`config.mk`:
```
export PLATFORM = sky130hd
export DESIGN_NAME = adc_scan_sequencer
export DESIGN_NICKNAME = d
export VERILOG_FILES = /design/src/core/adc_scan_sequencer.v
export VERILOG_INCLUDE_DIRS = /design/src /design/src/core
export SDC_FILE = /design/constraint.sdc
export NUM_CORES = 1
export LEC_CHECK = 0
export BUFFER_PORTS_ARGS = -buffer_cell sky130_fd_sc_hd__buf_4
export CAP_MARGIN = 5
export CELL_PAD_IN_SITES_DETAIL_PLACEMENT = 0
export CELL_PAD_IN_SITES_GLOBAL_PLACEMENT = 1
export CORE_ASPECT_RATIO = 0.5
export CORE_MARGIN = 4
export CORE_UTILIZATION = 45
export DETAILED_ROUTE_END_ITERATION = 10
export GPL_TIMING_DRIVEN = 0
export PLACE_DENSITY_LB_ADDON = 0.1
export RECOVER_POWER = 50
export SLEW_MARGIN = 5
export SYNTH_ARGS = -nofsm -noshare
export SYNTH_HDL_FRONTEND = slang
export SYNTH_SLANG_ARGS = --single-unit
```
`constraint.sdc`:
```
create_clock -name mclk -period 10.55 [get_ports mclk]
set_clock_uncertainty 0.15 [all_clocks]
set_input_delay 3.165 -clock mclk [delete_from_list [all_inputs] [get_ports mclk]]
set_output_delay 3.165 -clock mclk [all_outputs]
set_load 0.1 [all_outputs]
```
`src/core/adc_scan_sequencer_map.vh`:
```
// register map, field positions, reset values and counts of the scan sequencer
// assumes inclusion by bare name from the sequencer core, the checker and the bench
`ifndef ADC_SCAN_SEQUENCER_MAP_VH
`define ADC_SCAN_SEQUENCER_MAP_VH

// register offsets (word index on the internal register port)
`define OFS_CONFIG0 4'h1
`define OFS_CONFIG2 4'h3
`define OFS_CONFIG3 4'h4
`define OFS_INPUT_SELECT 4'h6
`define OFS_SCAN 4'h7
`define OFS_TIMER 4'h8

// config0: converter mode field
`define ADC_MODE_LSB 0
`define ADC_MODE_MSB 1
// config2: programmed gain, auto-zero mux enable
`define GAIN_LSB 3
`define GAIN_MSB 5
`define AUTO_ZERO_MUX_ENABLE_BIT 2
// config3: conversion mode and output format
`define CONV_MODE_LSB 6
`define CONV_MODE_MSB 7
`define DATA_FORMAT_LSB 4
`define DATA_FORMAT_MSB 5
// scan register: enables and inter-conversion delay code
`define SCAN_EN_LSB 0
`define SCAN_EN_MSB 15
`define DLY_LSB 21
`define DLY_MSB 23

// reset values
`define RST_CONFIG0 8'h00
`define RST_ADC_MODE 2'h0
`define RST_GAIN 3'h1
`define RST_CONFIG2 8'h08
`define RST_CONFIG3 8'h00
`define RST_INPUT_SELECT 8'h01
`define RST_SCAN 24'h000000
`define RST_TIMER 24'h000000

// modes
`define MODE_SHUTDOWN 2'h0
`define MODE_STANDBY 2'h2
`define MODE_CONVERT 2'h3
`define FORMAT_WITH_ID 2'h3

// forced gain codes and internal channel mux codes
`define GAIN_THIRD 3'h0
`define GAIN_ONE 3'h1
`define MUX_OFFSET 8'h88
`define MUX_VCM 8'hF8
`define MUX_AVDD 8'h98
`define MUX_TEMP 8'hDE

// timing in modulator clock periods
`define CONV_PERIODS 16'h0100
`define SETUP_PERIODS 24'h000100
`define DLY_UNIT 10'h008

`endif

```
`src/core/adc_scan_sequencer.v`:
```
// scan sequencer of a multichannel delta-sigma converter: walks the enabled
// channels, drives mux, forced gain and power state, and buffers results.
// assumes an spi decoder on mclk drives the register port, the modulator clock
// arrives as a plain pin, and the converter core delivers data on mclk.
`include "adc_scan_sequencer_map.vh"

module adc_scan_sequencer #(
   parameter [15:0] CHAN_PRESENT = 16'hFFFF // enable bits that exist on this variant
) (
   input wire mclk,
   input wire rst_n,
   input wire reg_wr,
   input wire reg_rd,
   input wire [3:0] reg_addr,
   input wire [23:0] reg_wdata,
   output reg [23:0] reg_rdata,
   input wire dmclk,
   input wire [15:0] conv_data,
   output reg conv_start,
   output reg conv_one_shot,
   output reg [7:0] input_select_code,
   output reg [2:0] conv_gain,
   output reg temp_diode_enable,
   output reg offset_short,
   output reg [1:0] conv_power,
   output wire result_valid,
   input wire result_ready,
   output reg [19:0] result_register
);

   ////////////////////////////////////////////////////////////////////////////
   // state encodings
   localparam [4:0] ST_IDLE = 5'h01; // single-input or stopped
   localparam [4:0] ST_CONV = 5'h02; // converting one channel
   localparam [4:0] ST_DLY = 5'h04; // settling gap inside a sequence
   localparam [4:0] ST_TIMER = 5'h08; // gap between sequences
   localparam [4:0] ST_PUSH = 5'h10; // waiting for room in the buffer

   ////////////////////////////////////////////////////////////////////////////
   // registers seen by software
   reg [1:0] adc_mode; // converter-mode field as stored
   reg [7:0] config2; // gain and auto-zero
   reg [7:0] config3; // conversion mode and format
   reg [7:0] input_select; // single-input mux code
   reg [23:0] scan; // enables and delay code
   reg [23:0] timer; // inter-sequence delay
   reg [4:0] state; // sequencer state
   reg [3:0] chan; // channel being converted
   reg [23:0] count; // dmclk period counter
   reg [2:0] dmclk_sync; // two-stage sync plus edge history
   reg [19:0] buf_mem [0:1]; // two-entry result buffer
   reg buf_wp; // buffer write slot
   reg buf_rp; // buffer read slot
   reg [1:0] buf_cnt; // words held
   reg [19:0] push_word; // word waiting to enter the buffer

   wire [1:0] conv_mode_field = config3[`CONV_MODE_MSB:`CONV_MODE_LSB];
   wire [1:0] data_format = config3[`DATA_FORMAT_MSB:`DATA_FORMAT_LSB];
   wire [15:0] scan_en = scan[`SCAN_EN_MSB:`SCAN_EN_LSB];
   wire [2:0] dly_code = scan[`DLY_MSB:`DLY_LSB];
   wire scan_mode = |scan_en;
   wire dm_tick = dmclk_sync[1] & ~dmclk_sync[2]; // rising edge of modulator clock
   wire buf_full = buf_cnt[1];
   wire buf_in_ready = ~buf_full;
   wire sequencing = (state != ST_IDLE);
   wire mode_write = reg_wr & (reg_addr == `OFS_CONFIG0);
   wire [1:0] mode_wdata = reg_wdata[`ADC_MODE_MSB:`ADC_MODE_LSB];

   ////////////////////////////////////////////////////////////////////////////
   // highest enabled channel strictly below a given index; found flag in bit 4
   function [4:0] next_below;
      input [15:0] en;
      input [4:0] from;
      integer i;
      begin
         next_below = 5'h00;
         for (i = 0; i < 16; i = i + 1) begin
            if (en[i] && (i < from)) begin
               next_below = {1'b1, i[3:0]}; // later hits are higher, so they win
            end
         end
      end
   endfunction

   // channel to mux code; internal ones fixed, the rest from the table
   function [7:0] chan_mux;
      input [3:0] c;
      begin
         case (c)
            4'hF: chan_mux = `MUX_OFFSET;
            4'hE: chan_mux = `MUX_VCM;
            4'hD: chan_mux = `MUX_AVDD;
            4'hC: chan_mux = `MUX_TEMP;
            4'hB: chan_mux = 8'h67;
            4'hA: chan_mux = 8'h45;
            4'h9: chan_mux = 8'h23;
            4'h8: chan_mux = 8'h01;
            default: chan_mux = {1'b0, c[2:0], 4'h8}; // single-ended inputs
         endcase
      end
   endfunction

   // inter-conversion delay in modulator periods, zero for code 0
   function [23:0] dly_periods;
      input [2:0] code;
      begin
         if (code == 3'h0) begin
            dly_periods = 24'h000000;
         end else begin
            dly_periods = {14'h0000, `DLY_UNIT << (code - 3'h1)};
         end
      end
   endfunction

   wire [4:0] first_chan = next_below(scan_en, 5'h10);
   wire [4:0] after_chan = next_below(scan_en, {1'b0, chan});
   wire [15:0] conv_len = config2[`AUTO_ZERO_MUX_ENABLE_BIT] ? (`CONV_PERIODS << 1) : `CONV_PERIODS;

   ////////////////////////////////////////////////////////////////////////////
   // modulator clock sampling; only stage 1 and 2 feed the edge detector
   always @(posedge mclk) begin
      if (!rst_n) begin
         dmclk_sync <= 3'h0;
      end else begin
         dmclk_sync <= {dmclk_sync[1:0], dmclk};
      end
   end

   ////////////////////////////////////////////////////////////////////////////
   // register writes; sequencer ends also rewrite the converter mode
   always @(posedge mclk) begin
      if (!rst_n) begin
         adc_mode <= `RST_ADC_MODE;
         config2 <= `RST_CONFIG2;
         config3 <= `RST_CONFIG3;
         input_select <= `RST_INPUT_SELECT;
         scan <= `RST_SCAN;
         timer <= `RST_TIMER;
      end else begin
         if (reg_wr) begin
            case (reg_addr)
               `OFS_CONFIG0: adc_mode <= mode_wdata; // only a pass end rewrites it
               `OFS_CONFIG2: config2 <= reg_wdata[7:0];
               // no restart here: a running conversion keeps going
               `OFS_CONFIG3: config3 <= reg_wdata[7:0];
               `OFS_INPUT_SELECT: input_select <= reg_wdata[7:0];
               // absent channels stay zero whatever is written
               `OFS_SCAN: scan <= {reg_wdata[23:16], reg_wdata[15:0] & CHAN_PRESENT};
               `OFS_TIMER: timer <= reg_wdata;
               default: ; // unmapped writes ignored
            endcase
         end
         // one pass finished: fall back to the mode the conversion mode names
         if (!mode_write && state == ST_PUSH && buf_in_ready && !after_chan[4]
               && conv_mode_field != `MODE_CONVERT) begin
            adc_mode <= conv_mode_field[1] ? `MODE_STANDBY : `MODE_SHUTDOWN;
         end
      end
   end

   ////////////////////////////////////////////////////////////////////////////
   // register reads, registered; mode reads 11 all through a scan run
   always @(posedge mclk) begin
      if (!rst_n) begin
         reg_rdata <= 24'h000000;
      end else if (reg_rd) begin
         case (reg_addr)
            `OFS_CONFIG0: reg_rdata <= {22'h000000,
                                        sequencing ? `MODE_CONVERT : adc_mode};
            `OFS_CONFIG2: reg_rdata <= {16'h0000, config2};
            `OFS_CONFIG3: reg_rdata <= {16'h0000, config3};
            `OFS_INPUT_SELECT: reg_rdata <= {16'h0000, input_select};
            `OFS_SCAN: reg_rdata <= scan;
            `OFS_TIMER: reg_rdata <= timer;
            default: reg_rdata <= 24'h000000; // unmapped reads as zero
         endcase
      end
   end

   ////////////////////////////////////////////////////////////////////////////
   // sequencer; counts modulator periods, stalls when the buffer is full
   always @(posedge mclk) begin
      if (!rst_n) begin
         state <= ST_IDLE;
         chan <= 4'h0;
         count <= 24'h000000;
         conv_start <= 1'b0;
         conv_power <= `MODE_SHUTDOWN;
         push_word <= 20'h00000;
      end else begin
         conv_start <= 1'b0;
         if (mode_write && mode_wdata != `MODE_CONVERT) begin
            // any other mode written aborts the run
            state <= ST_IDLE;
            conv_power <= mode_wdata;
         end else if (mode_write && scan_mode) begin
            // start, or restart of the whole cycle, on a write of 11
            state <= ST_CONV;
            chan <= first_chan[3:0];
            count <= {8'h00, conv_len};
            conv_start <= 1'b1;
            conv_power <= `MODE_CONVERT;
         end else begin
            case (state)
               ST_IDLE: begin
                  // single-input mode follows the stored mode
                  conv_power <= adc_mode;
               end
               ST_CONV: begin
                  if (dm_tick) begin
                     if (count == 24'h000001) begin
                        state <= ST_PUSH;
                        // id in the top nibble only in format 11
                        push_word <= {(data_format == `FORMAT_WITH_ID) ? chan : 4'h0,
                                      conv_data};
                     end
                     count <= count - 24'h000001;
                  end
               end
               ST_PUSH: begin
                  if (buf_in_ready) begin
                     if (after_chan[4]) begin
                        // mux moves on at once; the gap lets it settle
                        chan <= after_chan[3:0];
                        count <= dly_periods(dly_code);
                        state <= ST_DLY;
                        conv_power <= `MODE_STANDBY;
                     end else if (conv_mode_field == `MODE_CONVERT) begin
                        // lowest channel done: wait the timer, then go again
                        chan <= first_chan[3:0];
                        count <= timer;
                        state <= ST_TIMER;
                        conv_power <= (timer > `SETUP_PERIODS) ? `MODE_SHUTDOWN
                                                               : `MODE_STANDBY;
                     end else begin
                        state <= ST_IDLE;
                        conv_power <= conv_mode_field[1] ? `MODE_STANDBY : `MODE_SHUTDOWN;
                     end
                  end
               end
               ST_DLY: begin
                  if (count == 24'h000000) begin
                     state <= ST_CONV;
                     count <= {8'h00, conv_len};
                     conv_start <= 1'b1;
                     conv_power <= `MODE_CONVERT;
                  end else if (dm_tick) begin
                     count <= count - 24'h000001;
                  end
               end
               ST_TIMER: begin
                  if (!scan_mode) begin
                     state <= ST_IDLE; // enables cleared: back to single input
                  end else if (count == 24'h000000) begin
                     state <= ST_CONV;
                     count <= {8'h00, conv_len};
                     conv_start <= 1'b1;
                     conv_power <= `MODE_CONVERT;
                  end else if (dm_tick) begin
                     if (count == `SETUP_PERIODS && conv_power == `MODE_SHUTDOWN) begin
                        // power back up so the converter is settled at zero
                        conv_power <= `MODE_STANDBY;
                     end
                     count <= count - 24'h000001;
                  end
               end
               default: state <= ST_IDLE;
            endcase
         end
      end
   end

   ////////////////////////////////////////////////////////////////////////////
   // per-conversion analog settings; registers themselves never touched
   always @(posedge mclk) begin
      if (!rst_n) begin
         input_select_code <= `RST_INPUT_SELECT;
         conv_gain <= `RST_GAIN;
         temp_diode_enable <= 1'b0;
         offset_short <= 1'b0;
         conv_one_shot <= 1'b0;
      end else if (scan_mode) begin
         // stored input select plays no part here
         input_select_code <= chan_mux(chan);
         conv_one_shot <= 1'b1;
         temp_diode_enable <= (chan == 4'hC);
         offset_short <= (chan == 4'hF);
         case (chan)
            4'hD: conv_gain <= `GAIN_THIRD;
            4'hE, 4'hC: conv_gain <= `GAIN_ONE;
            default: conv_gain <= config2[`GAIN_MSB:`GAIN_LSB];
         endcase
      end else begin
         input_select_code <= input_select;
         conv_gain <= config2[`GAIN_MSB:`GAIN_LSB];
         temp_diode_enable <= 1'b0;
         offset_short <= 1'b0;
         conv_one_shot <= (conv_mode_field != `MODE_CONVERT);
      end
   end

   ////////////////////////////////////////////////////////////////////////////
   // two-entry result buffer; a full buffer holds the sequencer in push
   // so a slow reader delays the scan rather than losing words
   wire buf_push = (state == ST_PUSH) & buf_in_ready & ~mode_write;
   wire buf_pop = result_valid & result_ready;
   assign result_valid = (buf_cnt != 2'h0); // data-ready level

   always @(posedge mclk) begin
      if (!rst_n) begin
         buf_wp <= 1'b0;
         buf_rp <= 1'b0;
         buf_cnt <= 2'h0;
         buf_mem[0] <= 20'h00000;
         buf_mem[1] <= 20'h00000;
      end else begin
         if (buf_push) begin
            buf_mem[buf_wp] <= push_word;
            buf_wp <= ~buf_wp;
         end
         if (buf_pop) begin
            buf_rp <= ~buf_rp;
         end
         buf_cnt <= buf_cnt + {1'b0, buf_push} - {1'b0, buf_pop};
      end
   end

   // result word shown to the reader comes from a flip-flop
   always @(posedge mclk) begin
      if (!rst_n) begin
         result_register <= 20'h00000;
      end else if (buf_cnt == 2'h0 && buf_push) begin
         result_register <= push_word;
      end else if (buf_pop) begin
         result_register <= (buf_cnt == 2'h2) ? buf_mem[~buf_rp] : push_word;
      end
   end

endmodule // adc_scan_sequencer

```
==> impl_results.md, run 1 <==
- Setup Buffers After CTS: 0
- Vias per cell: approximately 6
- Max stage delay cell, worst path: nor4b_1
- IO Count: 112
- HPWL after detailed placement: slightly below 30 mm
- Worst Max-Slew Pin Slew: around 1.6 ns
- CTS tree: built
- Synthesized Nets: 1,445
- Initial antenna violation count: 0
- CTS buffer count: 23
- Synth Area in Adders: 0.00536
- Initial core utilization: 0.461
- First-pass GRT wire length: ~63 mm
- Crit path max fanout: 12
- Failing checks: capacitance limit, slew limit
- Run status: finished with violations
- Slew Limit Fails: 19
- Routed via count: roughly 11k
- Hold_buf cts: 0
- Cell mode on critical path: clkbuf_1
- Critical Path RT: 10.69 ns
- Top delay family on crit path: simple AND/OR/NAND/NOR gates
- Bufs and invs on worst path: 3
- Period utilisation layout: 0.606
- Fill cells: 2,524
- Post-synthesis mux area share: 0.0333
- PwrDens: 156 nW/µm²
- Yosys warnings: 0
- Clk Latency, worst-skew pair: 0.54 ns
- Fmax: 156 MHz
- Post-Synth XOR/XNOR Area: 0.00900
- H-tree levels: 1
- Hold WC Path Type: flip-flop to flip-flop
- Final Hold Slack: between 0.2 and 0.3 ns
- RePlAce Congestion: 0.917
- Largest net degree at the start of global routing: 16
- Setup violations, final: 0
- Sw power: slightly below 0.0006 W
- Core area: 25,300 µm²
- Layout Area Growth over Synthesis: 15.7%
- Leak: 4.54 nW
- FF+latch area: 5100 µm²
- Fin Setup TNS: 0 ns
- DR WL/cell: approximately 22 µm
- Arrival @ worst endpoint: 6.54 ns
- Commonest non-fill, non-tap cell in the layout: nand2_1
- Via count of the first global-routing pass: about 11k
- Largest family of logic cells by synthesized area: simple AND/OR/NAND/NOR gates
- Top Usage Layer GRT: met2
- Most frequent cells in the layout: nand2_1 (243), dfxtp_1 (195), clkbuf_1 (157)
- Cell area after synthesis: ~12,000 µm²
- Synth unique cells: 80
- Met3 GRT Util: 0.0457
- Layout cell share with drive strength beyond 1: 0.0889
- Switching Share: 0.276
- Crit start category: input pin
- RSZ-0062 raised after global routing: false
- Clock share of power: 0.428
- DRC viols: 0
- Crit path time final: 6.39 ns
- CTS resizes: 0
- Total Routed Length: 40.5 mm
- Clock tree buffer depth: 3
- Sequential fraction of the synthesis area: 0.437
- Die Wd: 236 µm
- Clock Pin Slew Worst Setup and Hold Paths: ~0.070 ns
- Multi-input gate area: 6000 µm²
- Critical Path Sink Type: flip-flop
- Total die area: 28,800 µm²
- Gr ovfl total: 0
- CP Cell Sequence: clkbuf_1 -> nor4b_1 -> nand2_1 -> nand3_1 -> clkbuf_1 -> o21ai_0 -> buf_8
- Reg power frac: 0.448
- Global Route Usage Sum: 0.274
- Met2 Track Usage GR: 0.438
- Combinational share of power: 0.124
- Vert. Die Dim: 122 µm
- Remaining antenna violation count: 0
- Dominant synthesized flop cell: dfxtp_1
- Nets: 1,580
- FP Rows: 41
- Post-synthesis async set-or-reset flop share: 0
- Input/output buffers: 108
- WS Path Type: input pin to flip-flop
- Mean Syn Cell Area: between 8 and 9 µm²
- Sink Count: 235
- Internal power of the cells: 0.00153 W
- Relative slew slack: -0.0861
- Post-synthesis cell count: 1,390
- GR Layer Usage met1: 0.392
- Drt first pass iters: 7
- Worst vdd ir: ~0.00012 V
- Hold Fails Final Rpt: 0
- Worst path max stage delay: 0.81 ns
- Simple-Gate Fraction of Synth Area: 0.242
- Starting DRC count in detailed routing: 1,121
- Max cap viols: 2
- Flip-flop and latch count after synthesis: around 240
- EDFF count, synth: 40
- Synth Area in Compound Gates: 0.225
- CTS root buf: clkbuf_16
- Antenna cells: 0
[Yosys cell counts, drive strengths merged, types with 14 or more instances]
master | number | area, µm²
nor3b | 18 | 140
nand4 | 34 | 213
a221oi | 22 | 193
nor3 | 34 | 175
and2 | 52 | 325
clkbuf | 93 | 355
nor2 | 81 | 304
a22oi | 17 | 128
nand2b | 14 | 87.6
nand2 | 243 | 912
edfxtp | 40 | 1200
o21a | 27 | 203
mux2i | 31 | 310
a21oi | 136 | 688
buf | 28 | 148
a2bb2oi | 20 | 175
o211ai | 36 | 275
dfxtp | 195 | 3900
o21ai | 34 | 170
inv | 15 | 56.3
nor4 | 23 | 163
nand3 | 30 | 150
[stage by stage]
stage	setup WS [ns]	area, µm²	cells	utilization	total power, W
global placement	3.25	12900	1842	0.510	0.00122
CTS	5.15	13800	1885	0.544	0.00213
floorplan	4.58	11700	1390	-	0.00113
detailed placement	4.61	13000	1844	0.512	0.00123
global route	4.00	13500	1885	0.533	0.00218
finish	4.16	13500	1885	0.533	0.00211
[layout make-up]
cell class / count / area share
inverter: 16 / 0.00445
clock inverter: 9 / 0.0102
timing repair buffer: 110 / 0.0445
multi-input combinational: 1018 / 0.444
buffer: 121 / 0.0370
clock buffer: 32 / 0.0504
tap: 344 / 0.0319
sequential: 235 / 0.378
[power by group through the flow]
stage / registers, W / logic [W] / clock network [W]
global placement: 0.000964 / 0.000261 / 0
finish: 0.000944 / 0.000261 / 0.000903
detailed placement: 0.000964 / 0.000264 / 0
floorplan: 0.000983 / 0.000151 / 0
CTS: 0.000944 / 0.000266 / 0.000916
global route: 0.000946 / 0.000280 / 0.000951
[cells by family after synthesis]
family                     after synthesis
AOI/OAI and AO/OA                      387
xor gates and xnor gates                12
adders and majority gates                5
buffers and inverters                  137
DFF                                    235
muxes                                   38
and+or+nand+nor                        576
[worst paths after layout]
path,start,endpoint,slack (ns),cells after the start
min,dmclk_sync[0],dmclk_sync[1],0.30,1
max,reg_addr[0],buf_mem[0][10],4.16,7
min reg2reg,dmclk_sync[0],dmclk_sync[1],0.30,1
max reg2reg,state[4],buf_mem[0][10],6.55,8
[flip-flops by register name, summed over array words and instances (netlist names), 4 cells and up]
register / count
result_register: 20
input_select_code: 8
config3: 8
count: 24
push_word: 20
input_select: 8
chan: 4
reg_rdata: 24
config2: 8
scan: 24
state: 5
timer: 24
buf_mem: 40
[worst reg2reg max path, cell delays in order (launching register included)]
cell,delay [ns]
dfxtp_1,0.30
clkbuf_2,0.18
nor2b_1,0.28
and2_1,0.16
clkbuf_1,0.43
nand3_1,0.33
clkbuf_1,0.37
o21ai_0,1.24
buf_8,0.26
[layer usage]
metal  up-vias  part of all wire
met3        54             0.084
met1      5543              0.45
met4         0             0.017
met2       490              0.45
met5         -                 0
li1       5329                 -
No activity file was read; power rests on OpenSTA's default activity.
==> run 2, diff against run 1 <==
- CORE_UTILIZATION: 45 -> 41
- clock period: 10.55 -> 5.3 ns (I/O delays scaled with it)
==> impl_results.md, run 2 (synthesized netlist as in run 1, its figures left out) <==
- Max FFs per register: 40 (unchanged)
- Crit path time final: between 4 and 5 ns
- First-pass GRT wire length: 62.6 mm (about the same)
- Hold Path End: dmclk_sync[1]
- Top register by number of flip-flops: buf_mem
- Hold Fails Final Rpt: 0 (unchanged)
- Clk Latency, worst-skew pair: 0.55 ns (about the same)
- Vert. Die Dim: 127 µm (+4.4%)
- Crit path launch: reg_addr[0]
- DRC viols: 0 (unchanged)
- Initial antenna violation count: 0 (unchanged)
- Fin Setup TNS: 0 ns (unchanged)
- Via count of the first global-routing pass: 10.8k (+0.86%)
- Die Wd: 247 µm (+4.6%)
- Starting DRC count in detailed routing: 1,239 (+11%)
- Routed via count: 11.3k (-1.2%)
- RSZ-0062 raised after global routing: false
- Antenna cells: 0 (unchanged)
- Worst Max-Slew Pin Slew: 1.58 ns (-0.0281 ns)
- Fmax: 229 MHz
- Initial core utilization: 0.419 (-0.0418)
- CTS root buf: clkbuf_16
- Reg-to-reg slack, setup: 1.14 ns (-5.41 ns)
- Remaining antenna violation count: 0 (unchanged)
- Layout Area Growth over Synthesis: 15.7% (about the same)
- Period utilisation layout: 0.824
- CTS resizes: 0 (unchanged)
- Hold_buf cts: 0 (unchanged)
- Most frequent cells in the layout: nand2_1 (243), dfxtp_1 (195), clkbuf_1 (165)
- CTS tree: built
- Vias per cell: 5.86 (-3.3%)
- Setup Buffers After CTS: 0 (unchanged)
- Run status: finished with violations
- Commonest non-fill, non-tap cell in the layout: nand2_1
- Clock Pin Slew Worst Setup and Hold Paths: 0.06 ns (about the same)
- Layout cell share with drive strength beyond 1: 0.0848 (-0.00406)
- FP Rows: 43 (+4.9%)
- Nets: 1,581 (+0.063%)
- Reg-to-Reg End: push_word[6]
- Total die area: 31,400 µm² (+9.3%)
- Max cap viols: 1 (-1)
- Hold path depth: 1 (unchanged)
- Fill cells: 2,800 (+11%)
- Met3 GRT Util: 0.0510 (+0.00527)
- Crit path max fanout: 8 (-4)
- Setup violations, final: 0 (unchanged)
- Worst Min Path Start: dmclk_sync[0]
- Largest net degree at the start of global routing: 17 (+1)
- Leak: 4.50 nW (-0.69%)
- Failing checks: capacitance limit, slew limit
- CTS buffer count: 24 (+4.3%)
- Clock tree buffer depth: 3 (unchanged)
- IO Count: 112 (unchanged)
- Sink Count: 235 (unchanged)
- Critical Path RT: 5.56 ns (-5.13 ns)
- Arrival @ worst endpoint: 4.63 ns (-1.91 ns)
- Crit start category: input pin
- Input/output buffers: 108 (unchanged)
- Finished Layout Cells: 1,926 (+2.2%)
- Met2 Track Usage GR: 0.389 (-0.0486)
- Core area: 27,900 µm² (+10%)
- R2r worst-path depth: 8 (unchanged)
- Worst vdd ir: 0.000208 V (+69%)
- WS Path Type: input pin to flip-flop
- Drt first pass iters: 7 (unchanged)
- PwrDens: 304 nW/µm² (+95%)
- Critical Path Sink Type: flip-flop
- Global Route Usage Sum: 0.252 (-0.0223)
- Reg-to-reg startpoint: scan[13]
- HPWL after detailed placement: 30.1 mm (+0.72%)
- Gr ovfl total: 0 (unchanged)
- Placed Instances: 1,882 (+2.1%)
- RePlAce Congestion: 0.916 (-0.16%)
- Total Routed Length: 40.6 mm (+0.11%)
- Hold WC Path Type: flip-flop to flip-flop
- GR Layer Usage met1: 0.357 (-0.0345)
- Relative slew slack: -0.0671 (+0.0190)
- H-tree levels: 1 (unchanged)
- Slew Limit Fails: 10 (-9)
- Top Usage Layer GRT: met2
- DR WL/cell: 21.1 µm (-2.0%)
## run 2: how the worst max path moves through the flow
stage / slack, ns / depth (start not counted) / endpoint
floorplan: 0.91 / 6 / buf_mem[1][0]
global placement: -0.44 / 6 / buf_mem[1][5]
detailed placement: 0.95 / 8 / count[8]
CTS: 1.46 / 8 / count[8]
global route: 0.67 / 9 / result_register[7]
finish: 0.93 / 7 / chan[1]
## run 2: layout make-up
cell class | instances | area [µm²] | area share
clock buffer | 39 | 707 | 0.0523
timing repair buffer | 110 | 604 | 0.0447
clock inverter | 5 | 67.6 | 0.00500
sequential | 235 | 5100 | 0.378
buffer | 121 | 499 | 0.0370
multi-input combinational | 1018 | 5990 | 0.443
inverter | 16 | 60.1 | 0.00445
tap | 382 | 478 | 0.0354
## run 2: where the power goes
part | internal, W | switching (W) | leakage, nW
registers | 0.00185 | 0.0000298 | 1.95
logic | 0.000139 | 0.000375 | 2.17
clock network | 0.000966 | 0.000745 | 0.378
total | 0.00296 | 0.00115 | 4.50
## run 2: per-stage QoR
| stage | total power [W] | instance area [µm²] | hold slack, ns | utilization | setup WS [ns] |
|---|---|---|---|---|---|
| floorplan | 0.00226 | 11700 | 0.262 | - | 0.907 |
| global placement | 0.00244 | 13000 | 0.265 | 0.465 | -0.441 |
| detailed placement | 0.00244 | 13000 | 0.269 | 0.467 | 0.945 |
| CTS | 0.00415 | 13800 | 0.284 | 0.494 | 1.46 |
| global route | 0.00426 | 13500 | 0.293 | 0.485 | 0.671 |
| finish | 0.00411 | 13500 | 0.282 | 0.485 | 0.931 |
## run 2: worst max-delay path, cell delays in order
cell and delay [ns]:
clkbuf_1 0.23, nor4b_1 0.84, nand2_1 0.41, nor2_1 0.60, a21oi_1 0.33, nor4_1 0.50, o32ai_1 0.14
## run 2: per-layer routing
metal  up-vias  share of wire
met5         -              0
met4         0          0.028
met3        83          0.074
met2       409           0.44
met1      5455           0.46
li1       5335              -
